`src/pkg/frt_defines.vh`:
```
`ifndef FRT_DEFINES_VH
`define FRT_DEFINES_VH

// register byte addresses, one aligned word each
`define FRT_ADR_CONTROL_ONE 6'h00
`define FRT_ADR_CONTROL_TWO 6'h04
`define FRT_ADR_STATUS 6'h08
`define FRT_ADR_CMP1_HIGH 6'h0c
`define FRT_ADR_CMP1_LOW 6'h10
`define FRT_ADR_CMP2_HIGH 6'h14
`define FRT_ADR_CMP2_LOW 6'h18
`define FRT_ADR_COUNT_HIGH 6'h1c
`define FRT_ADR_COUNT_LOW 6'h20
`define FRT_ADR_ALT_HIGH 6'h24
`define FRT_ADR_ALT_LOW 6'h28
`define FRT_ADR_CONTROL_EXT 6'h2c

// control one fields
`define FRT_BIT_CMP_IRQ_EN 6
`define FRT_BIT_OVF_IRQ_EN 5
`define FRT_BIT_FORCE2 4
`define FRT_BIT_FORCE1 3
`define FRT_BIT_LEVEL2 2
`define FRT_BIT_LEVEL1 0
`define FRT_MASK_CONTROL_ONE 8'h7d

// control two fields
`define FRT_BIT_PIN_EN1 7
`define FRT_BIT_PIN_EN2 6
`define FRT_LSB_DIV_SEL 2
`define FRT_MASK_CONTROL_TWO 8'hcc

// control ext field
`define FRT_BIT_EXT_CLK 0

// status fields
`define FRT_BIT_CMP1_FLAG 6
`define FRT_BIT_OVF_FLAG 5
`define FRT_BIT_CMP2_FLAG 3

// divider select codes
`define FRT_DIV_BY4 2'h0
`define FRT_DIV_BY2 2'h1
`define FRT_DIV_BY8 2'h2

// reset, reload and wrap values
`define FRT_COUNT_RELOAD 16'hfffc
`define FRT_COUNT_TOP 16'hffff
`define FRT_CMP_RESET 16'h8000
`define FRT_CONTROL_RESET 8'h00

`endif

```
`src/design/frt_prescaler.v`:
```
`include "frt_defines.vh"
`default_nettype none

module frt_prescaler (
   // clock and reset
   input wire clk,
   input wire rst,
   // control
   input wire run,
   input wire [1:0] div_sel,
   input wire ext_sel,
   input wire ext_pin,
   // tick
   output reg tick
);

   reg [2:0] div_cnt;
   reg ext_meta;
   reg ext_sync;
   reg ext_last;
   reg next_tick;

   // external clock passes two flops, edge found past the second
   always @(posedge clk) begin
      if (rst) begin
         ext_meta <= 1'b0;
         ext_sync <= 1'b0;
         ext_last <= 1'b0;
      end else begin
         ext_meta <= ext_pin;
         ext_sync <= ext_meta;
         ext_last <= ext_sync;
      end
   end

   always @* begin
      if (ext_sel) begin
         next_tick = ext_sync & ~ext_last;
      end else begin
         case (div_sel)
            `FRT_DIV_BY2: next_tick = (div_cnt[0] == 1'b1);
            `FRT_DIV_BY4: next_tick = (div_cnt[1:0] == 2'h3);
            `FRT_DIV_BY8: next_tick = (div_cnt == 3'h7);
            default: next_tick = 1'b0;
         endcase
      end
   end

   // halted divider freezes so counting resumes where it stopped
   always @(posedge clk) begin
      if (rst) begin
         div_cnt <= 3'h0;
         tick <= 1'b0;
      end else if (run) begin
         div_cnt <= div_cnt + 3'h1;
         tick <= next_tick;
      end else begin
         tick <= 1'b0;
      end
   end

endmodule // frt_prescaler

`default_nettype wire

```
`src/design/frt_compare.v`:
```
`include "frt_defines.vh"
`default_nettype none

module frt_compare (
   // clock and reset
   input wire clk,
   input wire rst,
   // bus side
   input wire wr_high,
   input wire wr_low,
   input wire acc_low,
   input wire status_read,
   input wire [7:0] wdata,
   // timer side
   input wire [15:0] count,
   input wire count_moved,
   input wire div2_mode,
   input wire level,
   input wire force_out,
   input wire pin_enable,
   // results
   output reg [15:0] compare_value,
   output reg compare_match_flag,
   output reg pin_latch
);

   reg inhibit;
   reg armed;
   wire [15:0] target;
   wire hit;

   // slower ticks see the match one count later
   assign target = div2_mode ? compare_value : compare_value + 16'h0001;
   assign hit = count_moved & ~inhibit & ~force_out & (count == target);

   always @(posedge clk) begin
      if (rst) begin
         compare_value <= `FRT_CMP_RESET;
         inhibit <= 1'b0;
      end else begin
         if (wr_high) begin
            compare_value[15:8] <= wdata;
            inhibit <= 1'b1;
         end
         if (wr_low) begin
            compare_value[7:0] <= wdata;
            inhibit <= 1'b0;
         end
      end
   end

   // set beats the second clearing step
   always @(posedge clk) begin
      if (rst) begin
         compare_match_flag <= 1'b0;
         armed <= 1'b0;
      end else begin
         if (hit) begin
            compare_match_flag <= 1'b1;
         end else if (acc_low & armed) begin
            compare_match_flag <= 1'b0;
         end
         if (status_read & compare_match_flag) begin
            armed <= 1'b1;
         end else if (acc_low) begin
            armed <= 1'b0;
         end
      end
   end

   always @(posedge clk) begin
      if (rst) begin
         pin_latch <= 1'b0;
      end else if (pin_enable & force_out) begin
         pin_latch <= level;
      end else if (pin_enable & hit) begin
         pin_latch <= level;
      end
   end

endmodule // frt_compare

`default_nettype wire

```
`src/design/frt_timer.v`:
```
// Our own choices: the Wishbone register port and the address map.
`include "frt_defines.vh"
`default_nettype none

module frt_timer (
   // clock and reset
   input wire CLK_SYS,
   input wire SYS_RST,
   // wishbone slave
   input wire WB_CYC_I,
   input wire WB_STB_I,
   input wire WB_WE_I,
   input wire [5:0] WB_ADR_I,
   input wire [3:0] WB_SEL_I,
   input wire [31:0] WB_DAT_I,
   output reg [31:0] WB_DAT_O,
   output reg WB_ACK_O,
   // cpu state
   input wire CPU_HALT,
   input wire CPU_IRQ_MASK,
   // pins
   input wire EXT_TIMER_CLK,
   output wire [1:0] COMPARE_OUTPUT_PIN,
   output wire [1:0] COMPARE_OUTPUT_PIN_OE,
   // interrupt request
   output wire TIMER_IRQ
);

   reg [7:0] timer_control_one;
   reg [7:0] timer_control_two;
   reg ext_clock_select;
   reg [15:0] main_count;
   reg overflow_flag;
   reg overflow_armed;
   reg [7:0] low_byte_buffer;
   reg read_pending;
   reg count_moved;

   wire take;
   wire rd;
   wire wr;
   wire wr_byte;
   wire tick;
   wire [1:0] tick_divider_select;
   wire div2_mode;
   wire status_read;
   wire [15:0] alt_count;
   wire [7:0] timer_status_reg;
   wire [1:0] compare_match_flag;
   wire [1:0] compare_pin_level;
   wire [1:0] force_compare_output;
   wire [1:0] compare_pin_enable;
   wire [1:0] cmp_wr_high;
   wire [1:0] cmp_wr_low;
   wire [1:0] cmp_acc_low;
   wire [15:0] compare_value [0:1];
   wire overflow_irq_enable;
   wire compare_irq_enable;
   wire high_read;
   wire low_read;
   wire main_low_access;
   wire reload;
   wire wrap;
   reg [7:0] next_rdata;

   // request taken once; ack follows one cycle later
   assign take = WB_CYC_I & WB_STB_I & ~WB_ACK_O;
   assign rd = take & ~WB_WE_I;
   assign wr = take & WB_WE_I;
   assign wr_byte = wr & WB_SEL_I[0];

   assign tick_divider_select = timer_control_two[`FRT_LSB_DIV_SEL+1:`FRT_LSB_DIV_SEL];
   assign div2_mode = ~ext_clock_select & (tick_divider_select == `FRT_DIV_BY2);
   assign overflow_irq_enable = timer_control_one[`FRT_BIT_OVF_IRQ_EN];
   assign compare_irq_enable = timer_control_one[`FRT_BIT_CMP_IRQ_EN];
   assign compare_pin_level = {timer_control_one[`FRT_BIT_LEVEL2], timer_control_one[`FRT_BIT_LEVEL1]};
   assign force_compare_output = {timer_control_one[`FRT_BIT_FORCE2], timer_control_one[`FRT_BIT_FORCE1]};
   assign compare_pin_enable = {timer_control_two[`FRT_BIT_PIN_EN2], timer_control_two[`FRT_BIT_PIN_EN1]};

   assign status_read = rd & (WB_ADR_I == `FRT_ADR_STATUS);
   assign alt_count = main_count;
   assign high_read = rd & ((WB_ADR_I == `FRT_ADR_COUNT_HIGH) | (WB_ADR_I == `FRT_ADR_ALT_HIGH));
   assign low_read = rd & ((WB_ADR_I == `FRT_ADR_COUNT_LOW) | (WB_ADR_I == `FRT_ADR_ALT_LOW));
   // only the main view takes part in clearing the overflow flag
   assign main_low_access = take & (WB_ADR_I == `FRT_ADR_COUNT_LOW);
   assign reload = wr_byte & ((WB_ADR_I == `FRT_ADR_COUNT_LOW) | (WB_ADR_I == `FRT_ADR_ALT_LOW));
   assign wrap = tick & (main_count == `FRT_COUNT_TOP);

   assign cmp_wr_high = {wr_byte & (WB_ADR_I == `FRT_ADR_CMP2_HIGH), wr_byte & (WB_ADR_I == `FRT_ADR_CMP1_HIGH)};
   assign cmp_wr_low = {wr_byte & (WB_ADR_I == `FRT_ADR_CMP2_LOW), wr_byte & (WB_ADR_I == `FRT_ADR_CMP1_LOW)};
   assign cmp_acc_low = {take & (WB_ADR_I == `FRT_ADR_CMP2_LOW), take & (WB_ADR_I == `FRT_ADR_CMP1_LOW)};

   assign timer_status_reg = {1'b0, compare_match_flag[0], overflow_flag, 1'b0,
                              compare_match_flag[1], 3'h0};

   // halt stops the divider, wait has no effect on it
   frt_prescaler u_prescaler (
      .clk(CLK_SYS),
      .rst(SYS_RST),
      .run(~CPU_HALT),
      .div_sel(tick_divider_select),
      .ext_sel(ext_clock_select),
      .ext_pin(EXT_TIMER_CLK),
      .tick(tick)
   );

   // two compare channels
   genvar ch;
   generate
      for (ch = 0; ch < 2; ch = ch + 1) begin : g_compare
         wire [15:0] value;
         frt_compare u_compare (
            .clk(CLK_SYS),
            .rst(SYS_RST),
            .wr_high(cmp_wr_high[ch]),
            .wr_low(cmp_wr_low[ch]),
            .acc_low(cmp_acc_low[ch]),
            .status_read(status_read),
            .wdata(WB_DAT_I[7:0]),
            .count(main_count),
            .count_moved(count_moved),
            .div2_mode(div2_mode),
            .level(compare_pin_level[ch]),
            .force_out(force_compare_output[ch]),
            .pin_enable(compare_pin_enable[ch]),
            .compare_value(value),
            .compare_match_flag(compare_match_flag[ch]),
            .pin_latch(COMPARE_OUTPUT_PIN[ch])
         );
         assign compare_value[ch] = value;
         // pin left to general-purpose use while disabled
         assign COMPARE_OUTPUT_PIN_OE[ch] = compare_pin_enable[ch];
      end
   endgenerate

   // control registers
   always @(posedge CLK_SYS) begin
      if (SYS_RST) begin
         timer_control_one <= `FRT_CONTROL_RESET;
         timer_control_two <= `FRT_CONTROL_RESET;
         ext_clock_select <= 1'b0;
      end else if (wr_byte) begin
         case (WB_ADR_I)
            `FRT_ADR_CONTROL_ONE: begin
               timer_control_one <= WB_DAT_I[7:0] & `FRT_MASK_CONTROL_ONE;
            end
            `FRT_ADR_CONTROL_TWO: begin
               timer_control_two <= WB_DAT_I[7:0] & `FRT_MASK_CONTROL_TWO;
            end
            `FRT_ADR_CONTROL_EXT: begin
               ext_clock_select <= WB_DAT_I[`FRT_BIT_EXT_CLK];
            end
            default: begin
            end
         endcase
      end
   end

   // free-running counter; reload wins over a tick in the same cycle
   always @(posedge CLK_SYS) begin
      if (SYS_RST) begin
         main_count <= `FRT_COUNT_RELOAD;
         count_moved <= 1'b0;
      end else begin
         if (reload) begin
            main_count <= `FRT_COUNT_RELOAD;
         end else if (tick) begin
            main_count <= main_count + 16'h0001;
         end
         count_moved <= tick | reload;
      end
   end

   // overflow flag: a wrap in the clearing cycle is kept
   always @(posedge CLK_SYS) begin
      if (SYS_RST) begin
         overflow_flag <= 1'b0;
         overflow_armed <= 1'b0;
      end else begin
         if (wrap) begin
            overflow_flag <= 1'b1;
         end else if (main_low_access & overflow_armed) begin
            overflow_flag <= 1'b0;
         end
         if (status_read & overflow_flag) begin
            overflow_armed <= 1'b1;
         end else if (main_low_access) begin
            overflow_armed <= 1'b0;
         end
      end
   end

   // one-byte read buffer for the low count byte, shared by both count views
   always @(posedge CLK_SYS) begin
      if (SYS_RST) begin
         low_byte_buffer <= 8'h00;
         read_pending <= 1'b0;
      end else begin
         if (high_read & ~read_pending) begin
            low_byte_buffer <= main_count[7:0];
            read_pending <= 1'b1;
         end else if (low_read) begin
            read_pending <= 1'b0;
         end
      end
   end

   // read mux; unmapped addresses read zero
   always @* begin
      case (WB_ADR_I)
         `FRT_ADR_CONTROL_ONE: next_rdata = timer_control_one;
         `FRT_ADR_CONTROL_TWO: next_rdata = timer_control_two;
         `FRT_ADR_CONTROL_EXT: next_rdata = {7'h00, ext_clock_select};
         `FRT_ADR_STATUS: next_rdata = timer_status_reg;
         `FRT_ADR_CMP1_HIGH: next_rdata = compare_value[0][15:8];
         `FRT_ADR_CMP1_LOW: next_rdata = compare_value[0][7:0];
         `FRT_ADR_CMP2_HIGH: next_rdata = compare_value[1][15:8];
         `FRT_ADR_CMP2_LOW: next_rdata = compare_value[1][7:0];
         `FRT_ADR_COUNT_HIGH: next_rdata = main_count[15:8];
         `FRT_ADR_ALT_HIGH: next_rdata = alt_count[15:8];
         `FRT_ADR_COUNT_LOW: next_rdata = read_pending ? low_byte_buffer : main_count[7:0];
         `FRT_ADR_ALT_LOW: next_rdata = read_pending ? low_byte_buffer : alt_count[7:0];
         default: next_rdata = 8'h00;
      endcase
   end

   // bus answer
   always @(posedge CLK_SYS) begin
      if (SYS_RST) begin
         WB_ACK_O <= 1'b0;
         WB_DAT_O <= 32'h00000000;
      end else begin
         WB_ACK_O <= take;
         if (rd) begin
            WB_DAT_O <= {24'h000000, next_rdata};
         end
      end
   end

   // flags stay pending until the mask and enables allow them
   assign TIMER_IRQ = ~CPU_IRQ_MASK & ((overflow_flag & overflow_irq_enable) |
                      (|compare_match_flag & compare_irq_enable));

endmodule // frt_timer

`default_nettype wire

```
`config.mk`:
```
export PLATFORM = sky130hd
export DESIGN_NAME = frt_timer
export DESIGN_NICKNAME = d
export VERILOG_FILES = /design/src/design/frt_prescaler.v /design/src/design/frt_compare.v /design/src/design/frt_timer.v
export VERILOG_INCLUDE_DIRS = /design/src /design/src/pkg
export SDC_FILE = /design/constraint.sdc
export NUM_CORES = 1
export LEC_CHECK = 0
export ABC_CLOCK_PERIOD_IN_PS = 4200
export BUFFER_PORTS_ARGS = -buffer_cell sky130_fd_sc_hd__buf_4
export CORE_MARGIN = 3
export CORE_UTILIZATION = 40
export CTS_BUF_LIST = sky130_fd_sc_hd__clkbuf_2 sky130_fd_sc_hd__clkbuf_4 sky130_fd_sc_hd__clkbuf_8
export CTS_CLUSTER_DIAMETER = 60
export CTS_CLUSTER_SIZE = 40
export DETAILED_ROUTE_END_ITERATION = 12
export PLACE_DENSITY = 0.66
export SETUP_SLACK_MARGIN = 0.15
export SYNTH_ARGS = -nofsm -noshare
export SYNTH_HDL_FRONTEND = slang
export SYNTH_SLANG_ARGS = --single-unit
```
`constraint.sdc`:
```
create_clock -name CLK_SYS -period 4.2 [get_ports CLK_SYS]
set_input_delay 0.63 -clock CLK_SYS [delete_from_list [all_inputs] [get_ports CLK_SYS]]
set_output_delay 0.63 -clock CLK_SYS [all_outputs]
set_load 0.02 [all_outputs]
```
==> results_dict.tcl, run 1 <==
set metrics [dict create \
    num_rows 42 \
    die_w_um 124.3 \
    place_inst 841 \
    cp_max_fo 6 \
    async_flop_share 0 \
    setup_viol 0 \
    synth_edf_count 0 \
    clk_pin_slew_ns 0.09 \
    post-dp-hpwl_um 12210 \
    chipHeight_um 124.3 \
    drc_errors 0 \
    status "complete, no violations" \
    critPathKind "flop to flop" \
    cts_tree "done" \
    min_period_ns 2.982 \
    syn_to_final_growth_pct 7.417 \
    die_area_sq_mm 0.01546 \
    hold_violations 0 \
    drive_gt1_frac 0.1292 \
    p_leak_nw 2.019 \
    vias 5049 \
    start_kind "flop" \
    grt_start_max_net_pins 79 \
    setup_slack_ns 1.218 \
    final_nets 731 \
    cts-root-buf "clkbuf_8" \
    drt_first_pass_iters 5 \
    hold_buffers 0 \
    critPathTopFamily "simple AND/OR/NAND/NOR gates" \
    design_area_sq_mm 0.006016 \
    io_buffer_count 36 \
    drt_iter0_markers 431 \
    clockBufferDepth 2 \
    end_kind "flop" \
    grt_pass1_wl_um 25800 \
    ir_drop_mv 0.1959 \
    ant_nets 0 \
    ioPinCount 88 \
    clkLatencyLatePin_ns 0.37 \
    critical-path-slowest-cell "dfxtp_1" \
    yosysSeqAreaShare 0.3396 \
    power.total_mw 1.642 \
    globalplace.congestion 0.9395 \
    required_ns 4.47 \
    grt_usage 0.2075 \
    finalCritPeriodShare 0.7101 \
    diodes 0 \
    synth_cells 673 \
    initial_utilization 0.4163 \
    relSlewSlack 0.2189 \
    place_area_sq_mm 0.005814 \
    stdcell_count 857 \
    fill_cells 1352 \
    fin_skew_ns 0.009830 \
    worstMarginPinSlew_ns 1.161 \
    htree_levels 3 \
    numCtsBuffers 9 \
    tns_ns 0 \
    hold_class "flop to flop" \
    synth_area_sq_mm 0.005600 \
    wl_per_cell_um 19.13 \
    rsz0062_at_grt "no" \
    cp_num_buf_inv 0 \
    synthDistinctLibCells 77 \
    slew_viol_final 0 \
    grt_pass1_vias 4702 \
    syn_area_per_cell_sq_um 8.322 \
    arrival_ns 3.26 \
    cpPeakStageDelay_ns 0.53 \
    yosysWarningCount 0 \
    grt_overflow 0 \
    routed_via_density 5.891 \
    cts-resized-gates 0 \
    final_util 0.4472 \
    wl_um 16400 \
    path_cells "ha_1 -> nand2_1 -> nor4_1 -> a21oi_1 -> or4bb_1 -> o211ai_1 -> nand4_1 -> o311ai_2" \
    clock-sinks 95 \
    antenna_found_initial 0 \
    dp_slack_ns 1.301 \
    synthFlopType "dfxtp_1" \
    post_cts_buffers 0 \
    hold_ws_ns 0.4583 \
    ys_ff_latch 95 \
    powerDensity_mw_per_mm2 272.9 \
    core_sq_mm 0.01345 \
    fmax_mhz 335.3 \
    cap_violations 0 \
]
[worst reg2reg max path: cells and delay by family (launching register included)]
kind / cells / cell delay (ns)
adder cells (fa/ha/maj): 1 / 0.36
AND/OR/NAND/NOR: 4 / 1.41
AO/OA/AOI/OAI: 3 / 0.60
flip-flops: 1 / 0.53
[cell usage after synthesis, types with 5 or more instances]
cell,n,share of area
and2_1,6,0.0067
a222oi_1,12,0.021
nor2_1,71,0.048
xor2_1,22,0.034
nand3_1,36,0.032
mux2i_1,42,0.075
inv_1,6,0.0040
nor3_1,13,0.012
ha_1,5,0.011
mux2_2,7,0.014
nand2_1,73,0.049
xnor2_1,25,0.039
clkbuf_1,32,0.021
dfxtp_1,95,0.34
nor2b_1,9,0.010
a22oi_1,22,0.029
and3_1,6,0.0067
o21ai_0,13,0.012
nor4_1,9,0.010
nand4_1,16,0.018
a21oi_1,37,0.033
buf_4,30,0.040
buf_2,8,0.0071
[layout make-up]
type / instances / area (sq um) / share of cell area
well taps: 176 / 220.2 / 0.03661
clock buffers: 9 / 123.9 / 0.02059
flip-flops and latches: 95 / 1902 / 0.3161
repair buffers: 44 / 330.3 / 0.05491
clock inverters: 7 / 77.57 / 0.01290
multi-input cells: 520 / 3339 / 0.5551
inverters: 6 / 22.52 / 0.003744
[worst paths after layout]
check	start	slack, ns	cells after the start	end
worst max-delay path	g_compare[0].u_compare.compare_value[1]$_SDFFE_PP0P_	1.22	8	g_compare[0].u_compare.pin_latch$_SDFFE_PP0P_
worst min register to register	low_byte_buffer[6]$_SDFFE_PP0P_	0.46	2	low_byte_buffer[6]$_SDFFE_PP0P_
worst max register to register	g_compare[0].u_compare.compare_value[1]$_SDFFE_PP0P_	1.22	8	g_compare[0].u_compare.pin_latch$_SDFFE_PP0P_
worst min-delay path	low_byte_buffer[6]$_SDFFE_PP0P_	0.46	2	low_byte_buffer[6]$_SDFFE_PP0P_
[metal layers]
metal,vias up,share of wire,track usage
met5,-,0,0
met4,0,0.032,0.08511
met3,39,0.070,0.04031
met2,222,0.46,0.3317
met1,2410,0.43,0.2746
li1,2378,-,-
[where the power goes]
| part | total [mW] | switching [mW] | internal [mW] |
|---|---|---|---|
| clock | 0.622 | 0.340 | 0.282 |
| combinational | 0.108 | 0.0750 | 0.0332 |
| sequential | 0.911 | 0.00513 | 0.906 |
[state kept, by name (all words and copies together) (netlist names), 2 cells and up]
register and count:
WB_DAT_O 8, timer_control_one 6, g_compare.u_compare.compare_match_flag 2, g_compare.u_compare.pin_latch 2, g_compare.u_compare.compare_value 32, g_compare.u_compare.inhibit 2, g_compare.u_compare.armed 2, timer_control_two 4
alt_count 16, low_byte_buffer 8, u_prescaler.div_cnt 3
[logic make-up after synthesis]
group           count (synthesis)  synth area share
simple gates                  275            0.2489
compound gates                119            0.1537
xor+xnor                       48           0.07641
mux                            49           0.08914
fa+ha+maj                       5           0.01117
other cells                     1         0.0006696
buf+inv                        81           0.08043
flops                          95            0.3396
[layout by cell type (no fill, tap or decap), types with 2 or more instances in the layout]
cell,n
and3_1,6
nand2_1,73
ha_1,5
xor2_1,22
and2_1,6
nor4_1,9
or4_1,3
mux2_2,7
xnor2_1,25
nor2_1,71
nand4_1,16
a22oi_1,22
a21oi_1,37
a311oi_1,2
nand3b_1,2
nor2b_1,9
conb_1,24
and4_1,2
clkbuf_8,9
nor3_1,12
buf_4,44
or3_1,4
a31oi_1,3
nand2b_1,3
nor2_2,2
o21ai_0,13
dfxtp_1,95
a222oi_1,12
inv_1,6
mux2i_1,42
inv_6,3
nor3_2,2
nor3b_1,4
nand3_1,36
o21bai_1,4
o31ai_1,4
(Power assumes the default switching activity.)
==> inputs of run 2 (changes only) <==
Settings changed: ABC_AREA from default to 1, ABC_CLOCK_PERIOD_IN_PS 4200 to 2950.
Clock period 4.2 ns to 2.95 ns, I/O delays scaled along.
==> run 2 against run 1 <==
Net effect: flip-flop and latch count unchanged; via count rose by 5.3%; clock power up 32%; core utilization increased by 0.63 points; sequential share of layout area is 0.68 points lower; hold slack got worse by 0.20 ns; wire length is 2.0% higher; synthesized cell count up 23%; clock skew about the same; critical endpoint is now g_compare[1].u_compare.pin_latch$_SDFFE_PP0P_; largest cell class unchanged; highest routed layer unchanged.
==> results_dict.tcl, run 2 <==
set metrics [dict create \
    status "complete, no violations" \
    yosysTopAreaCellShare 0.3355 \
    synthFlopType "dfxtp_1" \
    async_flop_share 0 \
    synth_edf_count 0 \
    setup_slack_ns 0.6772 \
    clockBufferDepth 2 \
    diodes 0 \
    drt_iter0_markers 614 \
    critical-path-slowest-cell "dfxtp_1" \
    p_int_mw 1.657 \
    numCtsBuffers 9 \
    ioPinCount 88 \
    p_leak_nw 2.630 \
    tns_ns 0 \
    post-dp-hpwl_um 12880 \
    finalCritPeriodShare 0.7704 \
    route.met2.wl_um 7453 \
    fin_skew_ns 0.01008 \
    yosysWarningCount 0 \
    start_kind "flop" \
    largest_register_ffs 32 \
    synth_cells 826 \
    drc_errors 0 \
    top_register "g_compare.u_compare.compare_value" \
    grt_start_max_net_pins 41 \
    dr.max_layer_used "met4" \
    rsz0062_at_grt "no" \
    hold_violations 0 \
    drive_gt1_frac 0.1181 \
    clockPowerShare 0.363 \
    wl_met3_um 1372 \
    p_sw_frac 0.2679 \
    syn_to_final_growth_pct 8.453 \
    synth_area_sq_mm 0.005669 \
    post_cts_buffers 0 \
    cap_violations 0 \
    clkLatencyLatePin_ns 0.39 \
    grt_overflow 0 \
    cp_max_fo 5 \
    p_switching_mw 0.6065 \
    yosysMostFrequentCell "nand2_1" \
    required_ns 3.24 \
    cts_tree "done" \
    final_cell_mix "nand2_1 (174), dfxtp_1 (95), inv_1 (87)" \
    grt_pass1_wl_um 26890 \
    antenna_found_initial 0 \
    hold_ws_ns 0.2540 \
    slew_viol_final 0 \
    p_comb_frac 0.065 \
    vias 5315 \
    worstMarginPinSlew_ns 0.6252 \
    r2r-end "g_compare[1].u_compare.pin_latch$_SDFFE_PP0P_" \
    synthTopCellsByCount "nand2_1 (174), dfxtp_1 (95), inv_1 (87), nor2_1 (85), a21oi_1 (62)" \
    initial_utilization 0.4181 \
    cts-root-buf "clkbuf_8" \
    dp_slack_ns 0.6048 \
    rrSetupSlack_ns 0.68 \
    hold_class "input pin to flop" \
    worstRegToRegCells 16 \
    die_w_um 125.1 \
    reg2reg_from "g_compare[1].u_compare.compare_value[0]$_SDFFE_PP0P_" \
    synthDistinctLibCells 46 \
    final_nets 906 \
    io_buffer_count 36 \
    yosysSeqAreaShare 0.3355 \
    cpPeakStageDelay_ns 0.49 \
    core_sq_mm 0.01356 \
    crit_start "g_compare[1].u_compare.compare_value[0]$_SDFFE_PP0P_" \
    htree_levels 3 \
    ys_ff_latch 95 \
    end_kind "flop" \
    path_cells "ha_1 -> nand2_1 -> nor3_2 -> nand2_2 -> nor2_4 -> nand2_1 -> nand2_1 -> nand2_1 -> nor2_1 -> nand2_1 -> nor2_1 -> nand2_1 -> nand2_2 -> nand3_1 -> nand2_1 -> nor2_1" \
    wl_per_cell_um 16.23 \
    final_common_cell "nand2_1" \
    wl_um 16730 \
    fmax_mhz 440.0 \
    chipHeight_um 125.1 \
    die_area_sq_mm 0.01564 \
    syn_area_per_cell_sq_um 6.863 \
    routed_via_density 5.155 \
    power.total_mw 2.264 \
    grt_usage 0.2159 \
    path_common_cell "nand2_1" \
    relSlewSlack 0.5827 \
    crit_end "g_compare[1].u_compare.pin_latch$_SDFFE_PP0P_" \
    yosys.area.top_type "dfxtp_1" \
    clk_pin_slew_ns 0.10 \
    grt_pass1_vias 4840 \
    min_period_ns 2.273 \
    ir_drop_mv 0.3019 \
    hold_buffers 0 \
    wl_met1_um 7478 \
    yosys-top-cells-area "dfxtp_1 (34%), nand2_1 (12%), inv_1 (5.8%), nor2_1 (5.6%), a21oi_1 (5.5%)" \
    clock-sinks 95 \
    drt_first_pass_iters 5 \
    critPathKind "flop to flop" \
    cts-resized-gates 0 \
    num_rows 42 \
    powerDensity_mw_per_mm2 368.2 \
    pwr-share-seq 0.572 \
    arrival_ns 2.57 \
    setup_viol 0 \
    globalplace.congestion 0.9462 \
    ant_nets 0 \
]
==> run 2: cell count changes after synthesis, moves of 11 or more <==
cell / before / now
mux2i_1: 42 / 0
nor2_1: 71 / 85
a222oi_1: 12 / 0
a22oi_1: 22 / 4
clkbuf_1: 32 / 11
a211oi_1: 0 / 18
inv_1: 6 / 87
a21oi_1: 37 / 62
nand2_1: 73 / 174
o21ai_0: 13 / 59
inv_2: 0 / 11
==> run 2: stage by stage <==
| stage | utilization | std cells | cell area [sq um] |
|---|---|---|---|
| 2_1_floorplan | - | 849 | 5756 |
| 3_3_place_gp | 0.4409 | 1016 | 5978 |
| 3_5_place_dp | 0.4409 | 1016 | 5978 |
| 4_1_cts | 0.4535 | 1031 | 6148 |
| 5_1_grt | 0.4535 | 1031 | 6148 |
| 6_report | 0.4535 | 1031 | 6148 |
==> run 2: logic make-up after synthesis <==
| kind of cell | synth area share |
|---|---|
| adders and majority gates | 0.01104 |
| DFF | 0.3355 |
| other | 0.0006615 |
| buffers and inverters | 0.1254 |
| xor gates and xnor gates | 0.06643 |
| and+or+nand+nor | 0.2880 |
| AOI/OAI and AO/OA | 0.1730 |
==> run 2: critical path: cells and delay by family, from the launching register on <==
kind                     cells  cell delay (ns)
AND/OR/NAND/NOR             15             1.41
adder cells (fa/ha/maj)      1             0.27
flip-flops                   1             0.49
==> run 2: area by class of cell <==
type	count	area [sq um]
Inverter	102	382.9
Timing Repair Buffer	44	330.3
Clock inverter	4	31.28
Fill cell	1464	7410
Tap cell	176	220.2
Clock buffer	11	138.9
Sequential cell	95	1902
Multi-Input combinational cell	599	3143
==> run 2: layer usage <==
metal  GRT usage  vias to the layer above
li1            -                     2699
met1      0.3073                     2398
met2      0.3268                      192
met3     0.04435                       26
met4     0.07270                        0
met5           0                        -
==> run 2: how the worst min path moves through the flow <==
stage,from,end,slack (ns),cells past startpoint
2_1_floorplan,u_prescaler.ext_meta$_SDFF_PP0_,u_prescaler.ext_sync$_SDFF_PP0_,0.39,2
4_1_cts,EXT_TIMER_CLK,u_prescaler.ext_meta$_SDFF_PP0_,0.24,3
5_1_grt,EXT_TIMER_CLK,u_prescaler.ext_meta$_SDFF_PP0_,0.28,3
3_5_place_dp,u_prescaler.ext_meta$_SDFF_PP0_,u_prescaler.ext_sync$_SDFF_PP0_,0.40,2
6_report,EXT_TIMER_CLK,u_prescaler.ext_meta$_SDFF_PP0_,0.25,3
3_3_place_gp,u_prescaler.ext_meta$_SDFF_PP0_,u_prescaler.ext_sync$_SDFF_PP0_,0.40,2
==> run 2: power by group through the flow <==
stage	Sequential, mW	Clock (mW)	Combinational (mW)
3_3_place_gp	1.32	0	0.145
6_report	1.29	0.823	0.146
5_1_grt	1.30	0.882	0.160
2_1_floorplan	1.32	0	0.109
3_5_place_dp	1.32	0	0.145
4_1_cts	1.29	0.838	0.145
